==> src/design/wsg_pkg.sv <==
// Package with register map, field layout and constants of the wait-state generator.
package wsg_pkg;
  localparam int unsigned REG_W = 16;
  localparam int unsigned ADDR_W = 16;
  localparam int unsigned PADDR_W = 23;
  localparam int unsigned FIELD_W = 3;
  localparam int unsigned COUNT_W = 4;
  localparam logic [ADDR_W-1:0] RANGES_ADDR = 16'h0028;
  localparam logic [ADDR_W-1:0] CONTROL_ADDR = 16'h002b;
  localparam int unsigned IO_LSB = 12;
  localparam int unsigned DHI_LSB = 9;
  localparam int unsigned DLO_LSB = 6;
  localparam int unsigned PHI_LSB = 3;
  localparam int unsigned PLO_LSB = 0;
  localparam int unsigned EXT_SELECT_BIT = 15;
  localparam int unsigned DOUBLER_BIT = 0;
  localparam logic [REG_W-1:0] RANGES_RESET = 16'h7fff;
  localparam logic [REG_W-1:0] RANGES_ZERO_MASK = 16'h7fff;
  localparam logic [REG_W-1:0] CONTROL_MASK = 16'h0001;
  localparam int unsigned LOW_SPLIT_BIT = 15;
  localparam int unsigned EXT_SPLIT_BIT = 22;
  localparam logic [COUNT_W-1:0] COUNT_ZERO = 4'h0;
  localparam logic [COUNT_W-1:0] COUNT_ONE = 4'h1;
  localparam logic [FIELD_W-1:0] FIELD_ZERO = 3'h0;
  typedef enum logic [1:0] {
    WSG_SPACE_PROG,
    WSG_SPACE_DATA,
    WSG_SPACE_IO
  } wsg_space_type;
endpackage

==> src/design/wsg_regs.sv <==
// Memory-mapped wait-state range and control registers.
`timescale 1ns/1ps
module wsg_regs (
  input wire logic clk,
  input wire logic rstn,
  input wire logic reg_wr,
  input wire logic reg_rd,
  input wire logic [wsg_pkg::ADDR_W-1:0] reg_addr,
  input wire logic [wsg_pkg::REG_W-1:0] reg_wdata,
  output logic [wsg_pkg::REG_W-1:0] reg_rdata,
  output logic [wsg_pkg::REG_W-1:0] wait_state_ranges,
  output logic [wsg_pkg::REG_W-1:0] wait_state_control
);
  logic hit_ranges;
  logic hit_control;
  logic [wsg_pkg::REG_W-1:0] next_rdata;

  // Address decode; unmapped reads return zero.
  assign hit_ranges = reg_addr == wsg_pkg::RANGES_ADDR;
  assign hit_control = reg_addr == wsg_pkg::CONTROL_ADDR;
  assign next_rdata = hit_ranges ? wait_state_ranges :
                      hit_control ? wait_state_control : '0;

  // Both registers reset so that every range gets seven waits and doubling is off.
  always_ff @(posedge clk or negedge rstn) begin
    if (!rstn) begin
      wait_state_ranges <= wsg_pkg::RANGES_RESET;
      wait_state_control <= '0;
    end else if (reg_wr && hit_ranges) begin
      wait_state_ranges <= reg_wdata;
    end else if (reg_wr && hit_control) begin
      wait_state_control <= reg_wdata & wsg_pkg::CONTROL_MASK;
    end
  end

  // Read data is registered, so it appears one cycle after the read strobe.
  always_ff @(posedge clk or negedge rstn) begin
    if (!rstn) begin
      reg_rdata <= '0;
    end else if (reg_rd) begin
      reg_rdata <= next_rdata;
    end
  end

  upper_zero_a: assert property (@(posedge clk) disable iff (!rstn)
    wait_state_control[wsg_pkg::REG_W-1:1] == '0)
    else $error("reserved control bits not zero");
endmodule // wsg_regs

==> src/design/wsg_counter.sv <==
// Down counter that holds an access for its wait states and the ready input.
`timescale 1ns/1ps
module wsg_counter #(
  parameter int unsigned COUNT_W = wsg_pkg::COUNT_W
) (
  input wire logic clk,
  input wire logic rstn,
  input wire logic clk_gate_en,
  input wire logic start,
  input wire logic [COUNT_W-1:0] load,
  input wire logic ready_sync,
  output logic busy,
  output logic done
);
  logic [COUNT_W-1:0] count;
  logic [COUNT_W-1:0] next_count;
  logic expired;

  assign expired = count == '0;
  // The access ends only once the count is spent and ready is seen.
  assign done = busy && expired && ready_sync;
  assign next_count = (!expired && clk_gate_en) ? count - COUNT_W'(1) : count;

  // The counter only advances while its gated clock is enabled; with zero waits
  // everywhere it stays at zero and costs no toggling.
  always_ff @(posedge clk or negedge rstn) begin
    if (!rstn) begin
      count <= '0;
      busy <= 1'b0;
    end else if (start) begin
      count <= load;
      busy <= 1'b1;
    end else begin
      count <= next_count;
      busy <= busy && !done;
    end
  end

  no_early_end_a: assert property (@(posedge clk) disable iff (!rstn)
    done |-> count == '0)
    else $error("access ended with waits pending");
endmodule // wsg_counter

==> src/design/wsg_top.sv <==
// Wait-state generator: range decode, multiplier and access sequencing.
`timescale 1ns/1ps
module wsg_top #(
  parameter int unsigned PADDR_W = wsg_pkg::PADDR_W
) (
  input wire logic clk,
  input wire logic rstn,
  input wire logic reg_wr,
  input wire logic reg_rd,
  input wire logic [wsg_pkg::ADDR_W-1:0] reg_addr,
  input wire logic [wsg_pkg::REG_W-1:0] reg_wdata,
  output logic [wsg_pkg::REG_W-1:0] reg_rdata,
  input wire logic acc_start,
  input wire logic [1:0] acc_space,
  input wire logic [PADDR_W-1:0] acc_addr,
  input wire logic ready,
  output logic acc_busy,
  output logic acc_done,
  output logic wait_clk_en,
  output logic [wsg_pkg::COUNT_W-1:0] acc_waits
);
  logic [wsg_pkg::REG_W-1:0] wait_state_ranges;
  logic [wsg_pkg::REG_W-1:0] wait_state_control;
  logic ready_meta;
  logic ready_sync;
  logic extended_program_range_select;
  logic wait_count_doubler;
  logic prog_upper;
  logic data_upper;
  logic [wsg_pkg::FIELD_W-1:0] base_count;
  logic [wsg_pkg::FIELD_W-1:0] io_field;
  logic [wsg_pkg::FIELD_W-1:0] dhi_field;
  logic [wsg_pkg::FIELD_W-1:0] dlo_field;
  logic [wsg_pkg::FIELD_W-1:0] phi_field;
  logic [wsg_pkg::FIELD_W-1:0] plo_field;
  logic [wsg_pkg::FIELD_W-1:0] prog_field;
  logic [wsg_pkg::FIELD_W-1:0] data_field;
  logic is_prog;
  logic is_data;
  logic [wsg_pkg::COUNT_W-1:0] total_count;
  wsg_pkg::wsg_space_type space;

  // Slice a 3-bit field out of the range register.
  function automatic logic [wsg_pkg::FIELD_W-1:0] field_at(
    input logic [wsg_pkg::REG_W-1:0] r, input int unsigned lsb);
    field_at = r[lsb +: wsg_pkg::FIELD_W];
  endfunction

  wsg_regs u_regs (
    .clk(clk),
    .rstn(rstn),
    .reg_wr(reg_wr),
    .reg_rd(reg_rd),
    .reg_addr(reg_addr),
    .reg_wdata(reg_wdata),
    .reg_rdata(reg_rdata),
    .wait_state_ranges(wait_state_ranges),
    .wait_state_control(wait_state_control)
  );

  // Ready comes from an external pin, so it is synchronised before use.
  always_ff @(posedge clk or negedge rstn) begin
    if (!rstn) begin
      ready_meta <= 1'b0;
      ready_sync <= 1'b0;
    end else begin
      ready_meta <= ready;
      ready_sync <= ready_meta;
    end
  end

  assign extended_program_range_select = wait_state_ranges[wsg_pkg::EXT_SELECT_BIT];
  assign wait_count_doubler = wait_state_control[wsg_pkg::DOUBLER_BIT];
  assign space = wsg_pkg::wsg_space_type'(acc_space);

  // Range decode; the extended split looks at the top of the 23-bit program address.
  assign prog_upper = extended_program_range_select ?
                      acc_addr[wsg_pkg::EXT_SPLIT_BIT] :
                      acc_addr[wsg_pkg::LOW_SPLIT_BIT];
  assign data_upper = acc_addr[wsg_pkg::LOW_SPLIT_BIT];

  // Every field is cut out once, so the selection below is a plain mux tree.
  assign io_field = field_at(wait_state_ranges, wsg_pkg::IO_LSB);
  assign dhi_field = field_at(wait_state_ranges, wsg_pkg::DHI_LSB);
  assign dlo_field = field_at(wait_state_ranges, wsg_pkg::DLO_LSB);
  assign phi_field = field_at(wait_state_ranges, wsg_pkg::PHI_LSB);
  assign plo_field = field_at(wait_state_ranges, wsg_pkg::PLO_LSB);
  assign prog_field = prog_upper ? phi_field : plo_field;
  assign data_field = data_upper ? dhi_field : dlo_field;
  assign is_prog = space == wsg_pkg::WSG_SPACE_PROG;
  assign is_data = space == wsg_pkg::WSG_SPACE_DATA;

  // Space select; the spare space code falls back to the I/O field, which is the
  // safe choice because I/O devices are usually the slowest on the bus.
  assign base_count = is_prog ? prog_field :
                      is_data ? data_field : io_field;

  // Doubling is a left shift, which keeps the multiplier out of the path.
  assign total_count = wait_count_doubler ? {base_count, 1'b0} :
                       {1'b0, base_count};

  // Clock gate: any non-zero field, or doubling of one, needs the counter.
  assign wait_clk_en = (wait_state_ranges & wsg_pkg::RANGES_ZERO_MASK) != '0;

  wsg_counter #(
    .COUNT_W(wsg_pkg::COUNT_W)
  ) u_counter (
    .clk(clk),
    .rstn(rstn),
    .clk_gate_en(wait_clk_en),
    .start(acc_start),
    .load(total_count),
    .ready_sync(ready_sync),
    .busy(acc_busy),
    .done(acc_done)
  );

  // Waits granted to the access in progress, visible for debug.
  always_ff @(posedge clk or negedge rstn) begin
    if (!rstn) begin
      acc_waits <= '0;
    end else if (acc_start) begin
      acc_waits <= total_count;
    end
  end

  // Access timing: the start edge loads the count and raises busy, and each later edge
  // takes one wait off the count while the gate is open. Once the count is spent, done
  // rises in a cycle in which synchronised ready is high, so N waits give N plus one busy
  // cycles at best. Ready passes two flip-flops, so a device must drop it at once after
  // the start edge to stretch a short access; a longer programmed count hides this lag.
  // Counts cycles of the current access for the assertions.
  logic [4:0] acc_cycles;
  always_ff @(posedge clk or negedge rstn) begin
    if (!rstn) begin
      acc_cycles <= '0;
    end else if (acc_start) begin
      acc_cycles <= '0;
    end else if (acc_busy && acc_cycles != 5'h1f) begin
      acc_cycles <= acc_cycles + 5'h01;
    end
  end

  max_waits_a: assert property (@(posedge clk) disable iff (!rstn)
    acc_waits <= 4'd14)
    else $error("wait count above fourteen");

  double_count_a: assert property (@(posedge clk) disable iff (!rstn)
    acc_start && wait_count_doubler |=> acc_waits == {$past(base_count), 1'b0})
    else $error("doubler not applied");

  doubled_value_a: assert property (@(posedge clk) disable iff (!rstn)
    acc_start |=> acc_waits == $past(wait_count_doubler ? {base_count, 1'b0}
                                     : {1'b0, base_count}))
    else $error("granted waits differ from selected field");

  plain_value_a: assert property (@(posedge clk) disable iff (!rstn)
    acc_start && !wait_count_doubler |=> acc_waits == {1'b0, $past(base_count)})
    else $error("undoubled count wrong");

  io_field_a: assert property (@(posedge clk) disable iff (!rstn)
    space == wsg_pkg::WSG_SPACE_IO |-> base_count == wait_state_ranges[14:12])
    else $error("io field not selected");

  data_field_a: assert property (@(posedge clk) disable iff (!rstn)
    space == wsg_pkg::WSG_SPACE_DATA |->
      base_count == (acc_addr[15] ? wait_state_ranges[11:9] : wait_state_ranges[8:6]))
    else $error("data field not selected");

  prog_field_a: assert property (@(posedge clk) disable iff (!rstn)
    space == wsg_pkg::WSG_SPACE_PROG |->
      base_count == ((wait_state_ranges[15] ? acc_addr[22] : acc_addr[15]) ?
                     wait_state_ranges[5:3] : wait_state_ranges[2:0]))
    else $error("program field not selected");

  gate_off_a: assert property (@(posedge clk) disable iff (!rstn)
    wait_state_ranges[14:0] == '0 |-> !wait_clk_en)
    else $error("gate open with all zero waits");

  wait_ready_a: assert property (@(posedge clk) disable iff (!rstn)
    acc_done |-> ready_sync && acc_cycles >= 5'(acc_waits))
    else $error("access ended before waits and ready");

  reset_seven_a: assert property (@(posedge clk)
    $rose(rstn) |-> wait_state_ranges == wsg_pkg::RANGES_RESET)
    else $error("range reset value wrong");

  ext_reset_a: assert property (@(posedge clk)
    $rose(rstn) |-> !extended_program_range_select)
    else $error("extended split not clear after reset");

  doubler_reset_a: assert property (@(posedge clk)
    $rose(rstn) |-> !wait_count_doubler)
    else $error("doubler not clear after reset");

  // Gating: a closed gate must never meet a non-zero count, or an access would hang.
  gate_counts_a: assert property (@(posedge clk) disable iff (!rstn)
    !wait_clk_en |-> total_count == '0)
    else $error("gate closed with waits to insert");

  // Access sequencing guards.
  busy_start_a: assert property (@(posedge clk) disable iff (!rstn)
    acc_start |=> acc_busy)
    else $error("busy not raised by start");

  busy_hold_a: assert property (@(posedge clk) disable iff (!rstn)
    acc_busy && !acc_done && !acc_start |=> acc_busy)
    else $error("access dropped before done");

  busy_end_a: assert property (@(posedge clk) disable iff (!rstn)
    acc_done && !acc_start |=> !acc_busy)
    else $error("busy held after done");

  ready_wait_a: assert property (@(posedge clk) disable iff (!rstn)
    acc_busy && !ready_sync |-> !acc_done)
    else $error("access ended while ready inactive");

  waits_held_a: assert property (@(posedge clk) disable iff (!rstn)
    acc_busy && !acc_start |=> $stable(acc_waits))
    else $error("granted waits changed mid access");

  doubled_even_a: assert property (@(posedge clk) disable iff (!rstn)
    acc_start && wait_count_doubler |=> !acc_waits[0])
    else $error("doubled count is odd");

  plain_small_a: assert property (@(posedge clk) disable iff (!rstn)
    acc_start && !wait_count_doubler |=> !acc_waits[wsg_pkg::COUNT_W-1])
    else $error("undoubled count above seven");

  // Program split guards, one per split and half.
  ext_upper_a: assert property (@(posedge clk) disable iff (!rstn)
    is_prog && extended_program_range_select && acc_addr[wsg_pkg::EXT_SPLIT_BIT] |->
      base_count == wait_state_ranges[wsg_pkg::PHI_LSB +: wsg_pkg::FIELD_W])
    else $error("extended upper program field not selected");

  ext_lower_a: assert property (@(posedge clk) disable iff (!rstn)
    is_prog && extended_program_range_select && !acc_addr[wsg_pkg::EXT_SPLIT_BIT] |->
      base_count == wait_state_ranges[wsg_pkg::PLO_LSB +: wsg_pkg::FIELD_W])
    else $error("extended lower program field not selected");

  low_upper_a: assert property (@(posedge clk) disable iff (!rstn)
    is_prog && !extended_program_range_select && acc_addr[wsg_pkg::LOW_SPLIT_BIT] |->
      base_count == wait_state_ranges[wsg_pkg::PHI_LSB +: wsg_pkg::FIELD_W])
    else $error("upper program field not selected");

  low_lower_a: assert property (@(posedge clk) disable iff (!rstn)
    is_prog && !extended_program_range_select && !acc_addr[wsg_pkg::LOW_SPLIT_BIT] |->
      base_count == wait_state_ranges[wsg_pkg::PLO_LSB +: wsg_pkg::FIELD_W])
    else $error("lower program field not selected");

  // Register bus guards.
  ranges_write_a: assert property (@(posedge clk) disable iff (!rstn)
    reg_wr && reg_addr == wsg_pkg::RANGES_ADDR |=> wait_state_ranges == $past(reg_wdata))
    else $error("range write lost");

  control_write_a: assert property (@(posedge clk) disable iff (!rstn)
    reg_wr && reg_addr == wsg_pkg::CONTROL_ADDR |=>
      wait_state_control[wsg_pkg::DOUBLER_BIT] == $past(reg_wdata[wsg_pkg::DOUBLER_BIT]) &&
      wait_state_control[wsg_pkg::REG_W-1:1] == '0)
    else $error("control write wrong");

  ranges_read_a: assert property (@(posedge clk) disable iff (!rstn)
    reg_rd && reg_addr == wsg_pkg::RANGES_ADDR |=> reg_rdata == $past(wait_state_ranges))
    else $error("range read data wrong");

  control_read_a: assert property (@(posedge clk) disable iff (!rstn)
    reg_rd && reg_addr == wsg_pkg::CONTROL_ADDR |=> reg_rdata[wsg_pkg::REG_W-1:1] == '0)
    else $error("reserved control bits read non-zero");

  zero_wait_c: cover property (@(posedge clk) disable iff (!rstn)
    acc_start && total_count == '0 ##1 acc_done);
  max_wait_c: cover property (@(posedge clk) disable iff (!rstn)
    acc_start && total_count == 4'd14);
  ready_hold_c: cover property (@(posedge clk) disable iff (!rstn)
    acc_busy && !ready_sync ##1 acc_busy && !ready_sync ##1 acc_done);
  ext_prog_c: cover property (@(posedge clk) disable iff (!rstn)
    acc_start && extended_program_range_select && space == wsg_pkg::WSG_SPACE_PROG);
  doubled_c: cover property (@(posedge clk) disable iff (!rstn)
    acc_start && wait_count_doubler && base_count != '0);
endmodule // wsg_top

==> config.mk <==
export PLATFORM = sky130hd
export DESIGN_NAME = wsg_top
export DESIGN_NICKNAME = d
export VERILOG_FILES = /design/src/design/wsg_pkg.sv /design/src/design/wsg_regs.sv /design/src/design/wsg_counter.sv /design/src/design/wsg_top.sv
export SDC_FILE = /design/constraint.sdc
export NUM_CORES = 1
export LEC_CHECK = 0
export ABC_AREA = 1
export BUFFER_PORTS_ARGS = -buffer_cell sky130_fd_sc_hd__buf_2
export CAP_MARGIN = 20
export CORE_AREA = 5 5 68 76
export CTS_CLUSTER_DIAMETER = 50
export DETAILED_ROUTE_END_ITERATION = 8
export DIE_AREA = 0 0 73 81
export GPL_TIMING_DRIVEN = 0
export PLACE_DENSITY = 0.89
export SYNTH_ARGS = -nofsm -noshare
export SYNTH_HDL_FRONTEND = slang
export SYNTH_SLANG_ARGS = --single-unit
==> constraint.sdc <==
create_clock -name clk -period 2.5 [get_ports clk]
set_clock_uncertainty 0.1 [all_clocks]
set_input_delay 0.375 -clock clk [delete_from_list [all_inputs] [get_ports clk]]
set_output_delay 0.375 -clock clk [all_outputs]
set_load 0.02 [all_outputs]
==> out/results.txt <==
TritonCTS buffer count -> 5
Synth top cells by count -> nand2_1, nand3_1, dfrtp_1, nor2_1, inv_1
Initial DRC Count -> 154
Placer Congestion -> 0.845
Die Y -> 81 um
Yosys cell types -> 23
CTS tree -> done
VDD IR-drop max -> 0.000324 V
Vias in the first global route -> 1,965
P&R area growth vs syn -> 21.6%
Initial core utilization -> 51.0%
Final cycle utilization of the critical path -> 77.1%
Final Max Tran Viols -> 0
Dpl hpwl -> 3.98 mm
Layout cell share with drive strength beyond 1 -> 27.4%
Worst path arrival time -> 1.45 ns
Initial antenna violation count -> 0
Data required, critical path -> 2.03 ns
Post-Syn Area -> 0.00217 mm2
Switching Fraction -> 24.7%
Hold Path Stages -> 1
Sw Pwr -> 318 uW
Vias -> 2,003
GRT Total Usage -> 19.1%
Synth area leader -> dfrtp_1
CP Capture Type -> primary output
R2R Path Start -> u_counter.count[0]
Synth top area share -> 33.5%
Fillers -> 407
CTS max path bufs -> 2
Final-stage net count -> 414
Final Hold Fails -> 0
LEAKAGE -> 0.00151 uW
Largest net degree at the start of global routing -> 45
Met2 Routed Length -> 2.53 mm
Reg2Reg Depth -> 9
Register area share after synthesis -> 51.6%
Hold WS -> 0.0744 ns
Top layer in use -> met4
Asr flop ratio synth -> 100%
Post_cts resized -> 0
Sequential Power Share -> 56.8%
Slowest-stage cell, CP -> dfrtp_1
Fin Setup TNS -> 0 ns
Synth warnings -> 0
# H-tree levels -> 2
Met3 routed WL -> 304 um
Count of antenna diodes in the layout -> 0
Final wirelength -> 5.00 mm
Max-Cap Viols -> 0
Core area -> 0.00425 mm2
#FFs+latches synth -> 44
Crit-path max FO -> 4
Detailed Routing Iterations Pass 1 -> 4
Synth Flop Type -> dfrtp_1
Metal-1 WL -> 2.09 mm
Hold WC Path Type -> primary input to flop
Endpoints failing setup -> 0
First-pass GRT wire length -> 8.73 mm
Actual slew at the worst max-slew pin -> 0.924 ns
Sink Count -> 44
Synthesized instance count -> 280
Crit Path Category -> flop to primary output
Die X -> 73 um
Syn_nets -> 344
Max incr delay on CP -> 0.36 ns
Startpoint types -> flop
Post-route minimum period -> 1.93 ns
Clk pwr share -> 32.8%
GRT overflow -> 0
Worst R2R Setup Slack -> 0.92 ns
Crit-path cells -> inv_1 -> ha_1 -> inv_1 -> nor2_1 -> nand2_1 -> nor2_1 -> buf_2
Root Driver -> clkbuf_8
# port buffers -> 63
Hold Buf Count CTS -> 0
Top post-synthesis cells by area -> dfrtp_1, nand2_1, dfstp_2
Clk_lat worst skew -> 0.30 ns
Most frequent cell after synthesis -> nand2_1
Hold Startpoint -> ready
DRT antenna net count -> 0
Power Dens Cells -> 489 mW/mm2
Status -> finished clean
Ports -> 86
Worst slew margin -> 38.4%
Hold Crit Endpoint -> ready_meta
R2R Path End -> u_counter.count[0]
Post-synth EDFFs -> 0
Syn_area_per_cell -> 7.74 um2
Clock Pin Slew Worst Setup and Hold Paths -> 0.08 ns
Share of total power in combinational logic -> 10.4%
Routed length per placed instance -> 12.3 um
RSZ-0062 raised after global routing -> no
Post-CTS Setup Bufs -> 0
FP Rows -> 25
DIE AREA -> 0.00591 mm2
Achievable Freq -> 0.519 GHz
Power Internal -> 972 uW
Post-DR vias/cell -> 4.95
DRC Markers -> 0
[cell families (layout without fill, tap and decap cells)]
| logic type | count (synthesis) | count (layout) | share of synthesized area, % |
|---|---|---|---|
| AOI/OAI and AO/OA | 18 | 18 | 4.96 |
| adders and majority gates | 1 | 1 | 0.577 |
| and+or+nand+nor | 186 | 186 | 36.5 |
| buffers and inverters | 31 | 102 | 6.35 |
| DFF | 44 | 44 | 51.6 |
[how the worst max path moves through the flow]
| stage | slack (ns) | start | end |
|---|---|---|---|
| after CTS | 0.56 | u_counter.count[0] | acc_done |
| after detailed placement | 0.90 | u_counter.count[0] | acc_done |
| after global routing | 0.46 | u_counter.count[0] | acc_done |
| after global placement | 0.92 | u_counter.count[0] | acc_done |
| final | 0.57 | u_counter.count[0] | acc_done |
| after floorplan | 0.94 | u_counter.count[0] | acc_done |
[layout make-up]
type                    instances  area, um2  area share, %
flip-flops and latches         44       1120           42.5
multi-input cells             205        911           34.6
repair buffers                 63        315           12.0
inverters                      23       91.3           3.46
clock buffers                   6       72.6           2.75
well taps                      54       67.6           2.56
plain buffers                   8       46.3           1.76
clock inverters                 2       12.5          0.475
[per-layer routing]
metal	GRT usage, %	vias up
li1	-	1030
met1	23.5	908
met2	32.9	56
met3	4.21	9
met4	6.46	0
met5	0	-
[placed cells by master, fill, tap and decap left out]
master,count
a21boi_0,1
a21oi_1,3
buf_2,64
buf_4,2
buf_6,1
clkbuf_1,5
clkbuf_8,5
clkinv_1,1
clkinv_2,1
clkinv_4,1
clkinvlp_4,1
dfrtp_1,29
dfstp_2,15
ha_1,1
inv_1,21
nand2_1,112
nand2_4,2
nand3_1,38
nand3_2,1
nand3b_1,1
nand4_1,1
nor2_1,28
nor2_4,2
o21ai_0,8
o31ai_1,6
or2_2,1
[power groups by stage]
stage / logic, uW / clock network, uW / registers [uW]
global placement: 131 / 0 / 745
detailed placement: 135 / 0 / 746
global route: 157 / 474 / 735
CTS: 136 / 438 / 733
finish: 134 / 423 / 733
floorplan: 66.5 / 0 / 749
[critical path, delay by kind of cell, from the launching register on]
family	cells	cell delay, ns
flip-flops	1	0.36
adder cells (fa/ha/maj)	1	0.18
buffers and inverters	3	0.30
AND/OR/NAND/NOR	3	0.32
[state kept, by name, summed over array words and instances, names as in the netlist]
register / flops
acc_waits: 4
ready_meta: 1
ready_sync: 1
u_counter.busy: 1
u_counter.count: 4
u_regs.reg_rdata: 16
u_regs.wait_state_control: 1
u_regs.wait_state_ranges: 16
[metrics by stage]
step | power (uW) | std cells | area, um2 | utilization [%] | worst slack (ns)
finish | 1290 | 405 | 2640 | 62.0 | 0.573
detailed placement | 881 | 397 | 2550 | 60.0 | 0.903
floorplan | 815 | 280 | 2170 | - | 0.939
global route | 1370 | 405 | 2640 | 62.0 | 0.463
CTS | 1310 | 405 | 2640 | 62.0 | 0.562
global placement | 876 | 397 | 2550 | 60.0 | 0.916
Note: power is estimated with default switching activity, not from simulation.
